File: config.mk
export PLATFORM = sky130hd
export DESIGN_NAME = micd_decoder
export DESIGN_NICKNAME = d
export VERILOG_FILES = /design/src/design/micd_pkg.sv /design/src/design/micd_decoder.sv /design/src/design/micd_shaft_ctl.sv
export SDC_FILE = /design/constraint.sdc
export NUM_CORES = 1
export LEC_CHECK = 0
export BUFFER_PORTS_ARGS = -buffer_cell sky130_fd_sc_hd__buf_2
export CORE_ASPECT_RATIO = 0.7
export CORE_MARGIN = 2
export CORE_UTILIZATION = 45
export DETAILED_ROUTE_END_ITERATION = 8
export PLACE_DENSITY_LB_ADDON = 0.08
export RECOVER_POWER = 50
export REMOVE_ABC_BUFFERS = 1
export SLEW_MARGIN = 10
export SYNTH_ARGS = -nofsm -noshare
export SYNTH_HDL_FRONTEND = slang
export SYNTH_SLANG_ARGS = --single-unit
File: constraint.sdc
create_clock -name ref_clk_i -period 15.6 [get_ports ref_clk_i]
set_input_delay 0.78 -clock ref_clk_i [delete_from_list [all_inputs] [get_ports ref_clk_i]]
set_output_delay 0.78 -clock ref_clk_i [all_outputs]
set_load 0.05 [all_outputs]
File: src/design/micd_pkg.sv
// constants, settings layout and enumerations of the motion input command decoder
package micd_pkg;

   // ------------------------------------------------------------
   // setting ranges and reset values
   // ------------------------------------------------------------
   localparam logic [1:0]  HOME_MODE_2SNS = 2'h0;
   localparam logic [1:0]  HOME_MODE_3SNS = 2'h1;
   localparam logic [1:0]  HOME_MODE_PUSH = 2'h2;
   localparam logic [1:0]  HOME_MODE_RST  = HOME_MODE_3SNS;
   localparam logic [19:0] SPEED_MAX      = 20'hf4240;   // 1,000,000 Hz
   localparam logic [19:0] HOME_SPD_RST   = 20'h003e8;   // 1,000 Hz
   localparam logic [19:0] HOME_SSPD_RST  = 20'h001f4;   // 500 Hz
   localparam logic [19:0] HOME_ACC_RST   = 20'h003e8;   // 1,000
   localparam logic        HOME_DIR_RST   = 1'h1;        // positive
   localparam logic [23:0] HOME_OFS_RST   = 24'h000000;
   localparam logic [9:0]  PUSH_CUR_MAX   = 10'h3e8;     // 100.0 %
   localparam logic [9:0]  PUSH_CUR_RST   = 10'h3e8;
   localparam logic [22:0] JOG_TRAVEL_MAX = 23'h7fffff;  // 8,388,607 steps
   localparam logic [22:0] JOG_TRAVEL_RST = 23'h000001;
   localparam logic [19:0] JOG_SPD_RST    = 20'h003e8;
   localparam logic [19:0] JOG_SSPD_RST   = 20'h001f4;
   localparam logic [1:0]  STOP_ACT_RST   = 2'h1;

   // ------------------------------------------------------------
   // stop actions and excitation source assignment
   // ------------------------------------------------------------
   localparam logic [1:0]  STOP_IMM       = 2'h0;
   localparam logic [1:0]  STOP_DEC       = 2'h1;
   localparam logic [1:0]  STOP_IMM_OFF   = 2'h2;
   localparam logic [1:0]  STOP_DEC_OFF   = 2'h3;
   localparam int          EXC_DIRECT_BIT = 0;
   localparam int          EXC_REMOTE_BIT = 1;
   // cycles from excitation on to brake release (20 ns each)
   localparam int          EXC_SETTLE_NS  = 100000;
   localparam int          CLK_PERIOD_NS  = 20;
   localparam int          EXC_SETTLE_CYC = (EXC_SETTLE_NS + CLK_PERIOD_NS - 1) / CLK_PERIOD_NS;

   // ------------------------------------------------------------
   // motion commands toward the pulse generator
   // ------------------------------------------------------------
   typedef enum logic [2:0] {
      MICD_CMD_IDLE,
      MICD_CMD_HOME,
      MICD_CMD_CONT,
      MICD_CMD_JOG,
      MICD_CMD_DECEL,
      MICD_CMD_HALT
   } micd_cmd_t;

endpackage

File: src/design/micd_decoder.sv
// top of the motion input command decoder: inputs to motion commands
module micd_decoder #(
   parameter int SETTLE_CYC = micd_pkg::EXC_SETTLE_CYC,
   parameter int DATA_NUM_W = 6
) (
   // clock and reset
   input  wire logic                   ref_clk_i,
   input  wire logic                   rst_i,
   input  wire logic                   ce_i,
   // operation start, stop, free and excitation inputs
   input  wire logic                   home_start_i,
   input  wire logic                   forward_run_in_i,
   input  wire logic                   reverse_run_in_i,
   input  wire logic                   incremental_step_plus_in_i,
   input  wire logic                   incremental_step_minus_in_i,
   input  wire logic                   stop_i,
   input  wire logic                   free_i,
   input  wire logic                   exc_direct_i,
   input  wire logic                   exc_remote_i,
   input  wire logic [1:0]             exc_assign_i,
   input  wire logic                   brake_fitted_i,
   // home sensors
   input  wire logic                   sensor_in_a_i,
   input  wire logic                   phase_timing_signal_i,
   input  wire logic                   home_sensor_i,
   input  wire logic                   push_contact_i,
   // selected operation data
   input  wire logic [DATA_NUM_W-1:0]  data_num_i,
   input  wire logic [19:0]            data_speed_i,
   // settings
   input  wire logic [1:0]             home_mode_i,
   input  wire logic [19:0]            home_speed_i,
   input  wire logic [19:0]            home_start_speed_i,
   input  wire logic [19:0]            home_accel_i,
   input  wire logic                   home_dir_i,
   input  wire logic [23:0]            home_offset_i,
   input  wire logic                   home_sensor_in_a_en_i,
   input  wire logic                   home_tim_en_i,
   input  wire logic [9:0]             push_current_i,
   input  wire logic [22:0]            jog_travel_i,
   input  wire logic [19:0]            jog_speed_i,
   input  wire logic [19:0]            jog_start_speed_i,
   input  wire logic [19:0]            jog_accel_i,
   input  wire logic [1:0]             stop_action_i,
   // pulse generator status
   input  wire logic                   motor_stopped_i,
   input  wire logic                   move_done_i,
   // motion command
   output micd_pkg::micd_cmd_t         cmd_o,
   output logic                        cmd_dir_o,
   output logic [19:0]                 cmd_speed_o,
   output logic [19:0]                 cmd_start_speed_o,
   output logic [19:0]                 cmd_accel_o,
   output logic [23:0]                 cmd_travel_o,
   output logic [1:0]                  cmd_home_mode_o,
   output logic                        cmd_home_qual_o,
   output logic [9:0]                  cmd_current_limit_o,
   output logic                        cmd_clear_travel_o,
   // status and drive stage
   output logic                        home_done_o,
   output logic                        excite_o,
   output logic                        brake_release_o
);

   typedef enum {ST_IDLE, ST_HOME, ST_CONT, ST_JOG, ST_DECEL, ST_HALT} micd_state_t;

   micd_state_t         state_r;
   micd_state_t         state_nxt;
   logic                home_prev_r;
   logic                jogp_prev_r;
   logic                jogm_prev_r;
   logic                stop_cut_r;
   logic                exc_ready;
   logic                home_rise;
   logic                jogp_rise;
   logic                jogm_rise;
   logic                fwd_only;
   logic                rev_only;
   logic                both_run;
   logic                cont_dir_r;

   // ------------------------------------------------------------
   // helpers
   // ------------------------------------------------------------
   // clamp a speed setting into 1..1,000,000 (or 0.. when zero is legal)
   function automatic logic [19:0] clamp_speed(input logic [19:0] v, input logic allow_zero);
      logic [19:0] r;
      r = v;
      if (v > micd_pkg::SPEED_MAX) begin
         r = micd_pkg::SPEED_MAX;
      end else if (v == 20'h0 && !allow_zero) begin
         r = 20'h1;
      end
      return r;
   endfunction

   // ------------------------------------------------------------
   // input edges and run decoding
   // ------------------------------------------------------------
   // home and jog start inputs act on their rising edge so a held level does not restart
   always_ff @(posedge ref_clk_i or posedge rst_i) begin
      if (rst_i) begin
         home_prev_r <= 1'b0;
         jogp_prev_r <= 1'b0;
         jogm_prev_r <= 1'b0;
      end else if (ce_i) begin
         home_prev_r <= home_start_i;
         jogp_prev_r <= incremental_step_plus_in_i;
         jogm_prev_r <= incremental_step_minus_in_i;
      end
   end

   assign home_rise = home_start_i & ~home_prev_r;
   assign jogp_rise = incremental_step_plus_in_i & ~jogp_prev_r;
   assign jogm_rise = incremental_step_minus_in_i & ~jogm_prev_r;
   assign both_run  = forward_run_in_i & reverse_run_in_i;
   assign fwd_only  = forward_run_in_i & ~reverse_run_in_i;
   assign rev_only  = reverse_run_in_i & ~forward_run_in_i;

   // ------------------------------------------------------------
   // operation state machine
   // ------------------------------------------------------------
   // free overrides all, then stop; motion starts need excitation in place
   always_comb begin
      state_nxt = state_r;
      case (state_r)
         ST_IDLE: begin
            if (stop_i) begin
               state_nxt = ST_IDLE;
            end else if (!exc_ready || free_i) begin
               state_nxt = ST_IDLE;
            end else if (home_rise) begin
               state_nxt = ST_HOME;
            end else if (fwd_only || rev_only) begin
               state_nxt = ST_CONT;
            end else if (jogp_rise || jogm_rise) begin
               state_nxt = ST_JOG;
            end
         end
         ST_CONT: begin
            if (stop_i) begin
               state_nxt = ST_HALT;
            end else if (both_run || (!fwd_only && !rev_only)) begin
               state_nxt = ST_DECEL;
            end else if (fwd_only != cont_dir_r) begin
               state_nxt = ST_DECEL;
            end
         end
         ST_DECEL: begin
            if (stop_i) begin
               state_nxt = ST_HALT;
            end else if ((fwd_only && cont_dir_r) || (rev_only && !cont_dir_r)) begin
               state_nxt = ST_CONT;
            end else if (motor_stopped_i) begin
               state_nxt = ST_IDLE;
            end
         end
         ST_HOME, ST_JOG: begin
            if (stop_i) begin
               state_nxt = ST_HALT;
            end else if (move_done_i && motor_stopped_i) begin
               state_nxt = ST_IDLE;
            end
         end
         ST_HALT: begin
            if (motor_stopped_i && !stop_i) begin
               state_nxt = ST_IDLE;
            end
         end
         default: begin
            state_nxt = ST_IDLE;
         end
      endcase
      if (free_i && state_r != ST_IDLE) begin
         state_nxt = ST_HALT;
      end
   end

   always_ff @(posedge ref_clk_i or posedge rst_i) begin
      if (rst_i) begin
         state_r <= ST_IDLE;
      end else if (ce_i) begin
         state_r <= state_nxt;
      end
   end

   // direction latched at continuous start; opposite input decelerates first
   always_ff @(posedge ref_clk_i or posedge rst_i) begin
      if (rst_i) begin
         cont_dir_r <= 1'b1;
      end else if (ce_i && state_r == ST_IDLE && state_nxt == ST_CONT) begin
         cont_dir_r <= fwd_only;
      end
   end

   // ------------------------------------------------------------
   // home-complete flag
   // ------------------------------------------------------------
   // cleared when a new homing starts, set once it ends at rest
   always_ff @(posedge ref_clk_i or posedge rst_i) begin
      if (rst_i) begin
         home_done_o <= 1'b0;
      end else if (ce_i) begin
         if (state_r == ST_HOME && state_nxt == ST_IDLE) begin
            home_done_o <= 1'b1;
         end else if (state_nxt == ST_HOME && state_r != ST_HOME) begin
            home_done_o <= 1'b0;
         end
      end
   end

   // ------------------------------------------------------------
   // stop action and current cut
   // ------------------------------------------------------------
   // current-off actions hold the cut until the stop input falls
   always_ff @(posedge ref_clk_i or posedge rst_i) begin
      if (rst_i) begin
         stop_cut_r <= 1'b0;
      end else if (ce_i) begin
         if (!stop_i) begin
            stop_cut_r <= 1'b0;
         end else if (motor_stopped_i || stop_action_i == micd_pkg::STOP_IMM_OFF) begin
            stop_cut_r <= stop_action_i[1];
         end
      end
   end

   // ------------------------------------------------------------
   // command outputs
   // ------------------------------------------------------------
   // registered so the pulse generator sees one stable word per cycle
   always_ff @(posedge ref_clk_i or posedge rst_i) begin
      if (rst_i) begin
         cmd_o               <= micd_pkg::MICD_CMD_IDLE;
         cmd_dir_o           <= micd_pkg::HOME_DIR_RST;
         cmd_speed_o         <= 20'h0;
         cmd_start_speed_o   <= 20'h0;
         cmd_accel_o         <= 20'h0;
         cmd_travel_o        <= 24'h0;
         cmd_home_mode_o     <= micd_pkg::HOME_MODE_RST;
         cmd_home_qual_o     <= 1'b1;
         cmd_current_limit_o <= micd_pkg::PUSH_CUR_RST;
         cmd_clear_travel_o  <= 1'b0;
      end else if (ce_i) begin
         cmd_clear_travel_o <= stop_i && (state_r == ST_JOG || state_r == ST_HOME);
         case (state_nxt)
            ST_HOME: begin
               cmd_o             <= micd_pkg::MICD_CMD_HOME;
               cmd_dir_o         <= home_dir_i;
               cmd_speed_o       <= clamp_speed(home_speed_i, 1'b0);
               cmd_start_speed_o <= clamp_speed(home_start_speed_i, 1'b0);
               cmd_accel_o       <= clamp_speed(home_accel_i, 1'b0);
               cmd_travel_o      <= home_offset_i;
               cmd_home_mode_o   <= (home_mode_i > micd_pkg::HOME_MODE_PUSH) ?
                                    micd_pkg::HOME_MODE_RST : home_mode_i;
               // extra qualifiers gate the home sensor edge when enabled
               cmd_home_qual_o   <= (home_mode_i == micd_pkg::HOME_MODE_PUSH ? push_contact_i : home_sensor_i) &
                                    (sensor_in_a_i | ~home_sensor_in_a_en_i) &
                                    (phase_timing_signal_i | ~home_tim_en_i);
               cmd_current_limit_o <= (home_mode_i == micd_pkg::HOME_MODE_PUSH) ?
                                      ((push_current_i > micd_pkg::PUSH_CUR_MAX) ?
                                       micd_pkg::PUSH_CUR_MAX : push_current_i) :
                                      micd_pkg::PUSH_CUR_MAX;
            end
            ST_CONT: begin
               cmd_o             <= micd_pkg::MICD_CMD_CONT;
               cmd_dir_o         <= (state_r == ST_IDLE) ? fwd_only : cont_dir_r;
               cmd_speed_o       <= clamp_speed(data_speed_i, 1'b0);
               cmd_travel_o      <= 24'h0;
               cmd_current_limit_o <= micd_pkg::PUSH_CUR_MAX;
            end
            ST_JOG: begin
               if (state_r != ST_JOG) begin
                  cmd_o             <= micd_pkg::MICD_CMD_JOG;
                  cmd_dir_o         <= jogp_rise;
                  cmd_speed_o       <= clamp_speed(jog_speed_i, 1'b0);
                  cmd_start_speed_o <= clamp_speed(jog_start_speed_i, 1'b1);
                  cmd_accel_o       <= clamp_speed(jog_accel_i, 1'b0);
                  cmd_travel_o      <= {1'b0, (jog_travel_i == 23'h0) ?
                                        micd_pkg::JOG_TRAVEL_RST : jog_travel_i};
                  cmd_current_limit_o <= micd_pkg::PUSH_CUR_MAX;
               end
            end
            ST_DECEL: begin
               cmd_o <= micd_pkg::MICD_CMD_DECEL;
            end
            ST_HALT: begin
               cmd_o <= (stop_action_i[0] && !free_i) ?
                        micd_pkg::MICD_CMD_DECEL : micd_pkg::MICD_CMD_HALT;
            end
            default: begin
               cmd_o <= micd_pkg::MICD_CMD_IDLE;
            end
         endcase
      end
   end

   // ------------------------------------------------------------
   // shaft holding
   // ------------------------------------------------------------
   micd_shaft_ctl #(
      .SETTLE_CYC      (SETTLE_CYC)
   ) u_shaft (
      .ref_clk_i       (ref_clk_i),
      .rst_i           (rst_i),
      .ce_i            (ce_i),
      .exc_assign_i    (exc_assign_i),
      .exc_direct_i    (exc_direct_i),
      .exc_remote_i    (exc_remote_i),
      .free_i          (free_i),
      .stop_cut_i      (stop_cut_r),
      .brake_fitted_i  (brake_fitted_i),
      .excite_o        (excite_o),
      .brake_release_o (brake_release_o),
      .exc_ready_o     (exc_ready)
   );

endmodule // micd_decoder

File: src/design/micd_shaft_ctl.sv
// excitation, brake and free-shaft control of the motion input command decoder
module micd_shaft_ctl #(
   parameter int SETTLE_CYC = micd_pkg::EXC_SETTLE_CYC
) (
   // clock and reset
   input  wire logic       ref_clk_i,
   input  wire logic       rst_i,
   input  wire logic       ce_i,
   // excitation request sources, free, stop cut and brake fitted
   input  wire logic [1:0] exc_assign_i,
   input  wire logic       exc_direct_i,
   input  wire logic       exc_remote_i,
   input  wire logic       free_i,
   input  wire logic       stop_cut_i,
   input  wire logic       brake_fitted_i,
   // drive stage
   output logic            excite_o,
   output logic            brake_release_o,
   output logic            exc_ready_o
);

   logic        exc_req;
   logic        exc_nxt;
   logic [31:0] settle_r;

   // ------------------------------------------------------------
   // effective excitation request
   // ------------------------------------------------------------
   // an unassigned source counts as on, so both-assigned means both needed
   always_comb begin
      exc_req = (exc_direct_i | ~exc_assign_i[micd_pkg::EXC_DIRECT_BIT]) &
                (exc_remote_i | ~exc_assign_i[micd_pkg::EXC_REMOTE_BIT]);
      exc_nxt = exc_req & ~free_i & ~stop_cut_i;
   end

   // motor current on when requested, unless freed or cut by a current-off stop
   always_ff @(posedge ref_clk_i or posedge rst_i) begin
      if (rst_i) begin
         excite_o <= 1'b0;
      end else if (ce_i) begin
         excite_o <= exc_nxt;
      end
   end

   // settle count so the brake, outside free, never lets go of an unheld shaft
   always_ff @(posedge ref_clk_i or posedge rst_i) begin
      if (rst_i) begin
         settle_r <= 32'h0;
      end else if (ce_i) begin
         if (!excite_o) begin
            settle_r <= 32'h0;
         end else if (settle_r < 32'(SETTLE_CYC)) begin
            settle_r <= settle_r + 32'h1;
         end
      end
   end

   assign exc_ready_o = excite_o && (settle_r >= 32'(SETTLE_CYC));

   // brake: released when none is fitted, when free, or once excitation is established
   // and stays on next cycle, so the brake grips in the same edge that current drops
   always_ff @(posedge ref_clk_i or posedge rst_i) begin
      if (rst_i) begin
         brake_release_o <= 1'b0;
      end else if (ce_i) begin
         brake_release_o <= ~brake_fitted_i | free_i | (exc_ready_o & exc_nxt);
      end
   end

endmodule // micd_shaft_ctl

# Word-level counts from Yosys, hierarchy flattened
# Cells that the tools add are included.
[totals]
regBits = 174
in_bits = 231
[classes]
n_eq_ne = 22
addsub = 1
muxes = 56
n_lt_le_gt_ge = 11
n_reduce_logical = 48
n_bitwise = 30
[op_table]
columns = ["op", "n"]
rows = [
  ["$mux 32", 17],
  ["$mux 20", 16],
  ["$eq 32x2->1 const B", 6],
  ["$eq 32x3->1 const B", 6],
  ["$pmux 32 s5", 1],
  ["$gt 20x20->1 const B", 7],
  ["$logic_not 20->1", 6],
  ["$logic_not 32->1", 3],
  ["$pmux 20 s2", 2],
  ["$pmux 24 s3", 1],
  ["$eq 32x1->1 const B", 2],
  ["$pmux 20 s3", 1],
  ["$add 32x1->32 const B", 1],
  ["$ge 32x13->1 const B", 1],
  ["$lt 32x13->1 const B", 1],
  ["$ne 32x2->1 const B", 1],
  ["$ne 32x3->1 const B", 1],
  ["$reduce_bool 32->1", 1],
  ["$mux 10", 3],
  ["$pmux 10 s3", 1],
  ["$mux 24", 1],
  ["$logic_not 23->1", 1],
  ["$mux 23", 1],
  ["$pmux 3 s5", 1],
  ["other kinds (21)", 86],
]

# Longest topological paths before layout
# Gate-level depths: netlist of the first run.
[logic_depth]
depth_word = 14
ltp_mapped = 12
mapped_depth_nobuf = 10

# Hierarchy
# Synthesis of the first run repeated with hierarchy kept, for this count alone.
[unflattened]
cells_unflattened = 942
area_unflattened_um2 = 8982.4
[by_module_without_submodules]
columns = ["mod", "cells_per_inst", "seq_area_each_um2", "n_inst", "area_each_um2"]
rows = [
  ["micd_decoder", 783, 3515.9, 1, 7350.8],
  ["micd_shaft_ctl", 159, 850.8, 1, 1631.6],
]

# Worst setup path before layout of the first run
# Ideal clock, no wire load.
[synth_timing]
path_type = "input port to flip-flop"
start = "input forward_run_in_i"
end = "register cmd_accel_o[0]"
setup_time_ns = 0.125
arrival_time_ns = 3.049
stages = 10
t_required_ns = 15.475
path_slack_ns = 12.426
n_path_buf = 1
path_cell_list = "inv_1 ha_1 nor2_1 a21oi_1 nor4_1 o211ai_1 or3_1 nand3_1 buf_2 mux2_2"
[synth_via]
elab_chain_len = 12
elab_cells_between_ends = 30
[synth_lines]
columns = ["item", "line_no", "source"]
rows = [
  ["start: declaration", "micd_decoder.sv:12", "input wire logic forward_run_in_i,"],
  ["$not 1->1", "micd_decoder.sv:118", "assign rev_only = reverse_run_in_i & ~forward_run_in_i;"],
  ["$and 1x1->1", "micd_decoder.sv:118", ""],
  ["$logic_or 1x1->1 / $logic_not 1->1 (equally long branches)", "micd_decoder.sv:134, micd_decoder.sv:143", ""],
  ["$mux 32 / $logic_and 1x1->1 (equally long branches)", "micd_decoder.sv:134, micd_decoder.sv:143", ""],
  ["$mux 32 / $logic_or 1x1->1 (equally long branches)", "micd_decoder.sv:132, micd_decoder.sv:143", ""],
  ["$mux 32 (on tied branches)", "micd_decoder.sv:130, micd_decoder.sv:143", ""],
  ["$mux 32 (on tied branches)", "micd_decoder.sv:128, micd_decoder.sv:141", ""],
  ["$pmux 32 s5 *", "micd_decoder.sv:126", "case (state_r)"],
  ["$mux 32 *", "micd_decoder.sv:174", "if (free_i && state_r != ST_IDLE) begin"],
  ["$eq 32x2->1 / $eq 32x1->1 (equally long branches)", "micd_decoder.sv:246", "case (state_nxt)"],
  ["$ne 2x2->1 (no source line) / $reduce_bool 2->1 (equally long branches)", "n/a", ""],
  ["$reduce_and 3->1 (no source line)", "n/a", ""],
  ["end signal: assignment", "micd_decoder.sv:252", "cmd_accel_o <= clamp_speed(home_accel_i, 1'b0);"],
  ["end signal: assignment", "micd_decoder.sv:278", "cmd_accel_o <= clamp_speed(jog_accel_i, 1'b0);"],
  ["end: declaration", "micd_decoder.sv:53", "output logic [19:0] cmd_accel_o,"],
]
# Mark *: on every way between the ends. The rest lies on a longest branch, timed or not.
# A chain may end at the register's enable or synchronous reset.

# Worst setup path in the final report of the first run
[layout_timing]
start = "input forward_run_in_i"
end = "register cmd_start_speed_o[9]"
[layout_via]
elab_cells_between_ends = 30
[layout_lines]
columns = ["item", "line_no", "source"]
rows = [
  ["$and 1x1->1 *", "micd_decoder.sv:117", "assign fwd_only = forward_run_in_i & ~reverse_run_in_i;"],
  ["net fwd_only", "micd_decoder.sv:77", "logic fwd_only;"],
  ["$logic_or 1x1->1 / $logic_not 1->1 (equally long branches)", "micd_decoder.sv:134, micd_decoder.sv:143", ""],
  ["$mux 32 / $logic_and 1x1->1 (equally long branches)", "micd_decoder.sv:134, micd_decoder.sv:143", ""],
  ["$mux 32 / $logic_or 1x1->1 (equally long branches)", "micd_decoder.sv:132, micd_decoder.sv:143", ""],
  ["$mux 32 (on tied branches)", "micd_decoder.sv:130, micd_decoder.sv:143", ""],
  ["$mux 32 (on tied branches)", "micd_decoder.sv:128, micd_decoder.sv:141", ""],
  ["$pmux 32 s5 *", "micd_decoder.sv:126", ""],
  ["$mux 32 *", "micd_decoder.sv:174", ""],
  ["$eq 32x2->1 / $eq 32x1->1 (equally long branches)", "micd_decoder.sv:246", ""],
  ["$ne 2x2->1 (no source line) / $reduce_bool 2->1 (equally long branches)", "n/a", ""],
  ["$reduce_and 3->1 (no source line)", "n/a", ""],
  ["end signal: assignment", "micd_decoder.sv:251", "cmd_start_speed_o <= clamp_speed(home_start_speed_i, 1'b0);"],
  ["end signal: assignment", "micd_decoder.sv:277", "cmd_start_speed_o <= clamp_speed(jog_start_speed_i, 1'b1);"],
  ["end: declaration", "micd_decoder.sv:52", "output logic [19:0] cmd_start_speed_o,"],
]
# The timed path passes the listed nets; every way through them passes the cells marked *.

==> results.sh, run 1 <==
export IMPL_status="finished with violations"
export IMPL_failing_checks="max-capacitance violations, max-slew violations"
export IMPL_fillers=1813
export IMPL_critical_path_class="in -> reg"
export IMPL_worstHoldPathCells=2
export IMPL_yosysMostFrequentCell="sky130_fd_sc_hd__dfrtp_1"
export IMPL_hold_path_class="reg -> reg"
export IMPL_die_width_um=172
export IMPL_flow_area_growth_from_synthesis_pct=25.3
export IMPL_worstPathCellList="buf_2 -> ha_1 -> mux2_2 -> and4b_1 -> o311ai_2 -> a21oi_1 -> a21oi_1 -> a221oi_1 -> a21o_1"
export IMPL_first_pass_iters=5
export IMPL_ys_flop_type="sky130_fd_sc_hd__dfrtp_1"
export IMPL_via_count=8619
export IMPL_worstPathArrival_ns=4.49
export IMPL_power_density_nw_per_um2=150
export IMPL_async_flop_share=1.00
export IMPL_slew_limit_headroom=-1.89
export IMPL_pin_count_of_the_biggest_net_entering_global_routing=111
export IMPL_ant_nets=0
export IMPL_peakVddDrop_mv=0.0783
export IMPL_number_of_nets_at_the_end_of_the_flow=1497
export IMPL_global_route_overflow_total=0
export IMPL_worst_skew_pair_late_latency_ns=0.43
export IMPL_yosys_cell_types_count=64
export IMPL_first_pass_grt_wire_length_um=42800
export IMPL_final_max_slew_violation_count=158
export IMPL_drcViolationCount=0
export IMPL_synth_edf_count=0
export IMPL_critical_path_most_common_cell="sky130_fd_sc_hd__a21oi_1"
export IMPL_p_leak_nw=5.27
export IMPL_report_final_hold_viol_count=0
export IMPL_cp_max_fo=15
export IMPL_cts_repair_resized=0
export IMPL_count_of_standard_cell_rows=42
export IMPL_h_tree_level_count=4
export IMPL_critPathBufInv=1
export IMPL_layoutNonFillerInstCount=1544
export IMPL_crit_path_max_incr_delay_ns=1.06
export IMPL_first_global_vias=7817
export IMPL_clock_sinks=174
export IMPL_buffer_ports_inserted=329
export IMPL_detail_route_iter0_violations=860
export IMPL_post_synthesis_instance_area_um2=8890
export IMPL_post_cts_repair_setup_buffers=0
export IMPL_cp_top_family="compound AO/OA/AOI/OAI gates"
export IMPL_cts_hold_buffers_added=0
export IMPL_cts_inserted_buffers=17
export IMPL_synthDominantCellAreaShare=0.462
export IMPL_grtUsageTotal=0.266
export IMPL_rr_worst_depth=7
export IMPL_postSynthAreaPerCell_um2=9.26
export IMPL_clk_path_buf_depth=2
export IMPL_crit_path_end_kind="register"
export IMPL_timing_critical_path_from_type="input pin"
export IMPL_clock_root_buffer_master="sky130_fd_sc_hd__clkbuf_16"
export IMPL_avgRoutedWirePerCell_um=18.4
export IMPL_postSynthCellCount=960
export IMPL_starting_density_of_the_core=0.465
export IMPL_postSynthRegisterBits=174
export IMPL_dieArea_um2=20900
export IMPL_post_detail_place_hpwl_um=21300
export IMPL_avgViaCountPerCell=5.58
export IMPL_finalSetupViolCount=0
export IMPL_worst_slew_pin_slew_ns=4.31
export IMPL_fin_skew_ns=0.0157
export IMPL_synthTopCellsByCount="sky130_fd_sc_hd__dfrtp_1 (164), sky130_fd_sc_hd__nand2_1 (121), sky130_fd_sc_hd__o21ai_0 (104)"
export IMPL_timing_critical_path_required_ns=15.92
export IMPL_clock_period_minus_worst_slack_ns=4.17
export IMPL_depth_of_the_critical_timing_path_with_buffers_and_inverters_included=9
export IMPL_cts_tree="done"
export IMPL_maxCapViolCount=2
export IMPL_floorplan_die_height_um=122
export IMPL_rsz0062_at_grt="false"
export IMPL_totalWireLength_um=28400
export IMPL_setup_reg_to_reg_worst_slack_ns=11.51
export IMPL_design_core_area_um2=19100
export IMPL_yosysWarningCount=0
export IMPL_fin_setup_tns_ns=0
export IMPL_clkSlewWorstSetupHoldPaths_ns=0.08
export IMPL_critical_path_slowest_cell="sky130_fd_sc_hd__a21oi_1"
export IMPL_post_route_cells_drive_above_1_share=0.242
export IMPL_antenna_violations_before_repair=6
export IMPL_final_period_utilization=0.267
export IMPL_max_freq_mhz=240
export IMPL_placedCellCount=1507
export IMPL_finalWeightedCongestion=0.967
export IMPL_synth_top_cells_by_area="sky130_fd_sc_hd__dfrtp_1 (46%), sky130_fd_sc_hd__o21ai_0 (5.9%), sky130_fd_sc_hd__nand2_1 (5.1%)"
export IMPL_synth_yosys_seq_area_share=0.491
export IMPL_post_synth_top_area_cell="sky130_fd_sc_hd__dfrtp_1"
export IMPL_pin_count=336
==> logic make-up (layout without fill, tap and decap cells) <==
| logic type | count (synthesis) | count (layout) | share of synthesized area |
|---|---|---|---|
| compound gates | 271 | 271 | 0.193 |
| flops | 174 | 174 | 0.491 |
| simple gates | 386 | 386 | 0.226 |
| buf+inv | 90 | 405 | 0.0438 |
| other cells | 0 | 5 | 0 |
| mux | 27 | 27 | 0.0318 |
| xor+xnor | 8 | 8 | 0.00788 |
| fa+ha+maj | 4 | 4 | 0.00563 |
==> worst min-delay path, delay by kind of cell (launching register included) <==
| family | cells | cell delay (ns) |
|---|---|---|
| DFF | 1 | 0.37 |
| AOI/OAI and AO/OA | 1 | 0.05 |
| buffers and inverters | 1 | 0.04 |
==> sequential cells by signal (all words and copies together), names as in the netlist <==
| signal | flops |
|---|---|
| cmd_accel_o | 20 |
| cmd_clear_travel_o | 1 |
| cmd_current_limit_o | 10 |
| cmd_dir_o | 1 |
| cmd_home_mode_o | 2 |
| cmd_home_qual_o | 1 |
| cmd_o | 3 |
| cmd_speed_o | 20 |
| cmd_start_speed_o | 20 |
| cmd_travel_o | 24 |
| cont_dir_r | 1 |
| home_done_o | 1 |
| home_prev_r | 1 |
| jogm_prev_r | 1 |
| jogp_prev_r | 1 |
| state_r | 32 |
| stop_cut_r | 1 |
| u_shaft.brake_release_o | 1 |
| u_shaft.excite_o | 1 |
| u_shaft.settle_r | 32 |
==> path summary, 6_finish.rpt <==
path                                                     from                                 end
setup / recovery                             forward_run_in_i    cmd_start_speed_o[9]$_DFFE_PP0P_
hold / removal             cmd_current_limit_o[5]$_DFFE_PP1P_  cmd_current_limit_o[5]$_DFFE_PP1P_
hold reg to reg            cmd_current_limit_o[5]$_DFFE_PP1P_  cmd_current_limit_o[5]$_DFFE_PP1P_
min in group asynchronous                               rst_i             state_r[13]$_DFFE_PP0P_
max in group asynchronous                               rst_i   cmd_start_speed_o[16]$_DFFE_PP0P_
setup reg to reg                       cont_dir_r$_DFFE_PP1P_    cmd_start_speed_o[9]$_DFFE_PP0P_
==> layout make-up <==
class / count / area [um2] / share of cell area
Antenna cell: 5 / 12.5 / 0.00112
Clock buffer: 19 / 433 / 0.0389
Clock inverter: 13 / 130 / 0.0117
Inverter: 37 / 140 / 0.0126
Multi-Input combinational cell: 696 / 4150 / 0.372
Sequential cell: 174 / 4370 / 0.392
Tap cell: 264 / 330 / 0.0297
Timing Repair Buffer: 336 / 1580 / 0.142
==> where the power goes <==
group / internal (W) / switching, W
Sequential: 0.000557 / 0.0000571
Clock: 0.000224 / 0.000189
Combinational: 0.000121 / 0.000527
==> cell usage in the layout, fill, tap and decap left out, types with 9 or more instances in the layout <==
cell                        instances
sky130_fd_sc_hd__or4_1             15
sky130_fd_sc_hd__nand4_1           15
sky130_fd_sc_hd__buf_2            238
sky130_fd_sc_hd__mux2_2            10
sky130_fd_sc_hd__nor4_1            36
sky130_fd_sc_hd__nor2_1            60
sky130_fd_sc_hd__o21ai_0          104
sky130_fd_sc_hd__a31oi_1           15
sky130_fd_sc_hd__clkbuf_16         17
sky130_fd_sc_hd__inv_1             36
sky130_fd_sc_hd__clkbuf_1          95
sky130_fd_sc_hd__nand3_1           14
sky130_fd_sc_hd__a21oi_1           38
sky130_fd_sc_hd__nand2_1          121
sky130_fd_sc_hd__nor2b_1           36
sky130_fd_sc_hd__a22oi_1           45
sky130_fd_sc_hd__dfrtp_1          164
sky130_fd_sc_hd__and3_1            27
sky130_fd_sc_hd__a211oi_1           9
sky130_fd_sc_hd__dfstp_2           10
sky130_fd_sc_hd__mux2i_1           17
sky130_fd_sc_hd__nor3_1            21
==> stage by stage <==
stage | cell area, um2 | power, W | worst slack (ns) | hold slack, ns | util
after floorplan | 8640 | 0.00109 | 10.12 | 0.464 | -
after global placement | 10700 | 0.00128 | 11.11 | 0.448 | 0.559
after detailed placement | 10700 | 0.00129 | 11.08 | 0.451 | 0.559
after CTS | 11300 | 0.00171 | 11.53 | 0.463 | 0.588
after global routing | 11100 | 0.00176 | 10.81 | 0.488 | 0.582
final | 11100 | 0.00167 | 11.43 | 0.459 | 0.582
==> routing by layer <==
| layer | global-route usage | part of all wire |
|---|---|---|
| met3 | 0.0578 | 0.078 |
| met1 | 0.393 | 0.46 |
| met5 | 0 | 0.00046 |
| met4 | 0.0924 | 0.023 |
| met2 | 0.388 | 0.44 |
Note: power is estimated with default switching activity, not from simulation.
==> run 2, diff against run 1 <==
Clock period 15.6 ns to 4.4 ns, I/O delays scaled along.
==> run 2 against run 1 <==
  * The flow still finishes with violations (max-capacitance violations, max-slew violations)
  * Total power increased to 3.6 times the previous value
  * Clock-buffer cell count decreased by 2
  * Register-to-register slack lost 11 ns
  * Non-clock buffer count rose by 10
  * Via count grew 0.13%
  * Sequential power grew to 3.6 times the previous value
  * Worst setup slack worse by 11 ns
  * Hold slack got worse by 0.44 ns
  * Critical path type is now reg -> reg
  * Critical endpoint is now cmd_current_limit_o[3]$_DFFE_PP1P_
  * Highest routed layer is now met4
==> results.sh, run 2 (same netlist as run 1, synthesis figures left out) <==
export IMPL_count_of_standard_cell_rows=42
export IMPL_maxCapViolCount=2
export IMPL_depth_of_the_critical_timing_path_with_buffers_and_inverters_included=9
export IMPL_crit_path_max_incr_delay_ns=0.72
export IMPL_starting_density_of_the_core=0.465
export IMPL_final_cell_mix="sky130_fd_sc_hd__buf_2 (222), sky130_fd_sc_hd__dfrtp_1 (164), sky130_fd_sc_hd__nand2_1 (121)"
export IMPL_finalCoreUtilization=0.590
export IMPL_layoutNonFillerInstCount=1557
export IMPL_peakVddDrop_mv=0.226
export IMPL_r2r_start="state_r[30]$_DFFE_PP0P_"
export IMPL_cts_tree="done"
export IMPL_clock_root_buffer_master="sky130_fd_sc_hd__clkbuf_16"
export IMPL_layout_cells_most_common="sky130_fd_sc_hd__buf_2"
export IMPL_rsz0062_at_grt="false"
export IMPL_worstPathArrival_ns=4.02
export IMPL_pin_count_of_the_biggest_net_entering_global_routing=92
export IMPL_final_period_utilization=0.832
export IMPL_buffer_ports_inserted=329
export IMPL_critical_path_slowest_cell="sky130_fd_sc_hd__or4_1"
export IMPL_critical_path_class="reg -> reg"
export IMPL_setup_reg_to_reg_worst_slack_ns=0.74
export IMPL_crit_path_end_kind="register"
export IMPL_power_density_nw_per_um2=536
export IMPL_post_cts_repair_setup_buffers=0
export IMPL_post_detail_place_hpwl_um=21900
export IMPL_cts_hold_buffers_added=2
export IMPL_max_freq_mhz=273
export IMPL_avgViaCountPerCell=5.54
export IMPL_clkSlewWorstSetupHoldPaths_ns=0.07
export IMPL_worstPathCellList="nor4_1 -> nand4_1 -> or2_1 -> or4_1 -> a21oi_1 -> o211ai_4 -> buf_12 -> nor4_1 -> a21oi_1"
export IMPL_pin_count=336
export IMPL_final_max_slew_violation_count=122
export IMPL_slew_limit_headroom=-0.993
export IMPL_cp_max_fo=91
export IMPL_via_count=8630
export IMPL_worstHoldEndpoint="cmd_travel_o[23]$_DFFE_PP0P_"
export IMPL_first_pass_grt_wire_length_um=43800
export IMPL_timing_rr_end="cmd_current_limit_o[3]$_DFFE_PP1P_"
export IMPL_finalWeightedCongestion=0.961
export IMPL_ant_nets=0
export IMPL_hold_path_startpoint="home_offset_i[23]"
export IMPL_report_final_hold_viol_count=0
export IMPL_antenna_violations_before_repair=8
export IMPL_design_core_area_um2=19100
export IMPL_timing_critical_path_from_type="register"
export IMPL_worst_skew_pair_late_latency_ns=0.43
export IMPL_cts_inserted_buffers=17
export IMPL_cts_repair_resized=0
export IMPL_hold_path_class="in -> reg"
export IMPL_placedCellCount=1515
export IMPL_first_global_vias=7936
export IMPL_clock_period_minus_worst_slack_ns=3.66
export IMPL_power_w=0.00604
export IMPL_die_width_um=172
export IMPL_rr_worst_depth=9
export IMPL_failing_checks="max-capacitance violations, max-slew violations"
export IMPL_worstHoldPathCells=3
export IMPL_first_pass_iters=5
export IMPL_worst_slew_pin_slew_ns=2.99
export IMPL_finalSetupViolCount=0
export IMPL_clock_sinks=174
export IMPL_top_regs="state_r: 32 flops, u_shaft.settle_r: 32 flops, cmd_travel_o: 24 flops"
export IMPL_flow_area_growth_from_synthesis_pct=26.9
export IMPL_post_route_cells_drive_above_1_share=0.235
export IMPL_detail_route_iter0_violations=798
export IMPL_fin_area_um2=11300
export IMPL_p_leak_nw=5.32
export IMPL_fillers=1840
export IMPL_cp_top_family="simple AND/OR/NAND/NOR gates"
export IMPL_status="finished with violations"
export IMPL_fin_skew_ns=0.0170
export IMPL_avgRoutedWirePerCell_um=18.4
export IMPL_worstSetupStartpoint="state_r[30]$_DFFE_PP0P_"
export IMPL_floorplan_die_height_um=122
export IMPL_number_of_nets_at_the_end_of_the_flow=1507
export IMPL_critPathBufInv=1
export IMPL_global_route_overflow_total=0
export IMPL_drcViolationCount=0
export IMPL_grtUsageTotal=0.270
export IMPL_dieArea_um2=20900
export IMPL_timing_critical_path_required_ns=4.76
export IMPL_clk_path_buf_depth=2
export IMPL_detailed_place_area_um2=10800
export IMPL_h_tree_level_count=4
export IMPL_totalWireLength_um=28600
[run 2: changes by cell type in the layout (fill, tap and decap cells not counted), sizes merged, moves of 2 or more]
cell	delta
buf	-8
clkinv	+3
bufinv	+2
diode	+3
clkbuf	+14
clkinvlp	-2
dlygate4sd3	+2
[run 2: where the power goes]
group / switching, W / total, W / internal (W)
Sequential: 0.000204 / 0.00218 / 0.00197
Clock: 0.000669 / 0.00157 / 0.000902
Combinational: 0.00187 / 0.00230 / 0.000425
Total: 0.00274 / 0.00604 / 0.00330
[run 2: worst reg2reg max path, delay by kind of cell, from the launching register on]
| family | cells | cell delay, ns |
|---|---|---|
| AND/OR/NAND/NOR | 5 | 2.17 |
| buffers and inverters | 1 | 0.37 |
| AO/OA/AOI/OAI | 3 | 0.70 |
| flip-flops | 1 | 0.37 |
[run 2: layout make-up]
cell class	count	area, um2	share of cell area
clock buffers	17	425	0.0377
diodes	8	20.0	0.00178
clock inverters	15	185	0.0164
well taps	264	330	0.0293
flip-flops and latches	174	4370	0.387
multi-input cells	696	4150	0.368
inverters	37	139	0.0123
repair buffers	346	1660	0.147
[run 2: worst max path at each step]
stage,to
4_1_cts,cmd_start_speed_o[18]$_DFFE_PP0P_
5_1_grt,cmd_accel_o[16]$_DFFE_PP0P_
2_1_floorplan,cmd_accel_o[0]$_DFFE_PP0P_
6_report,cmd_current_limit_o[3]$_DFFE_PP1P_
3_3_place_gp,cmd_start_speed_o[18]$_DFFE_PP0P_
3_5_place_dp,cmd_start_speed_o[18]$_DFFE_PP0P_
[run 2: metrics by stage]
stage | hold slack [ns] | setup WS, ns | setup TNS, ns
after floorplan | 0.286 | -0.520 | -85.33
after global placement | 0.406 | 0.913 | 0
after detailed placement | 0.407 | 0.878 | 0
after CTS | 0.0118 | 0.854 | 0
after global routing | 0.0359 | 0.381 | 0
final | 0.0181 | 0.739 | 0
[run 2: layer usage]
metal,global-route usage,vias to the layer above,share of wire
met4,0.110,0,0.031
li1,-,4143,-
met2,0.388,367,0.43
met5,0,-,0
met1,0.400,4071,0.46
met3,0.0543,49,0.077
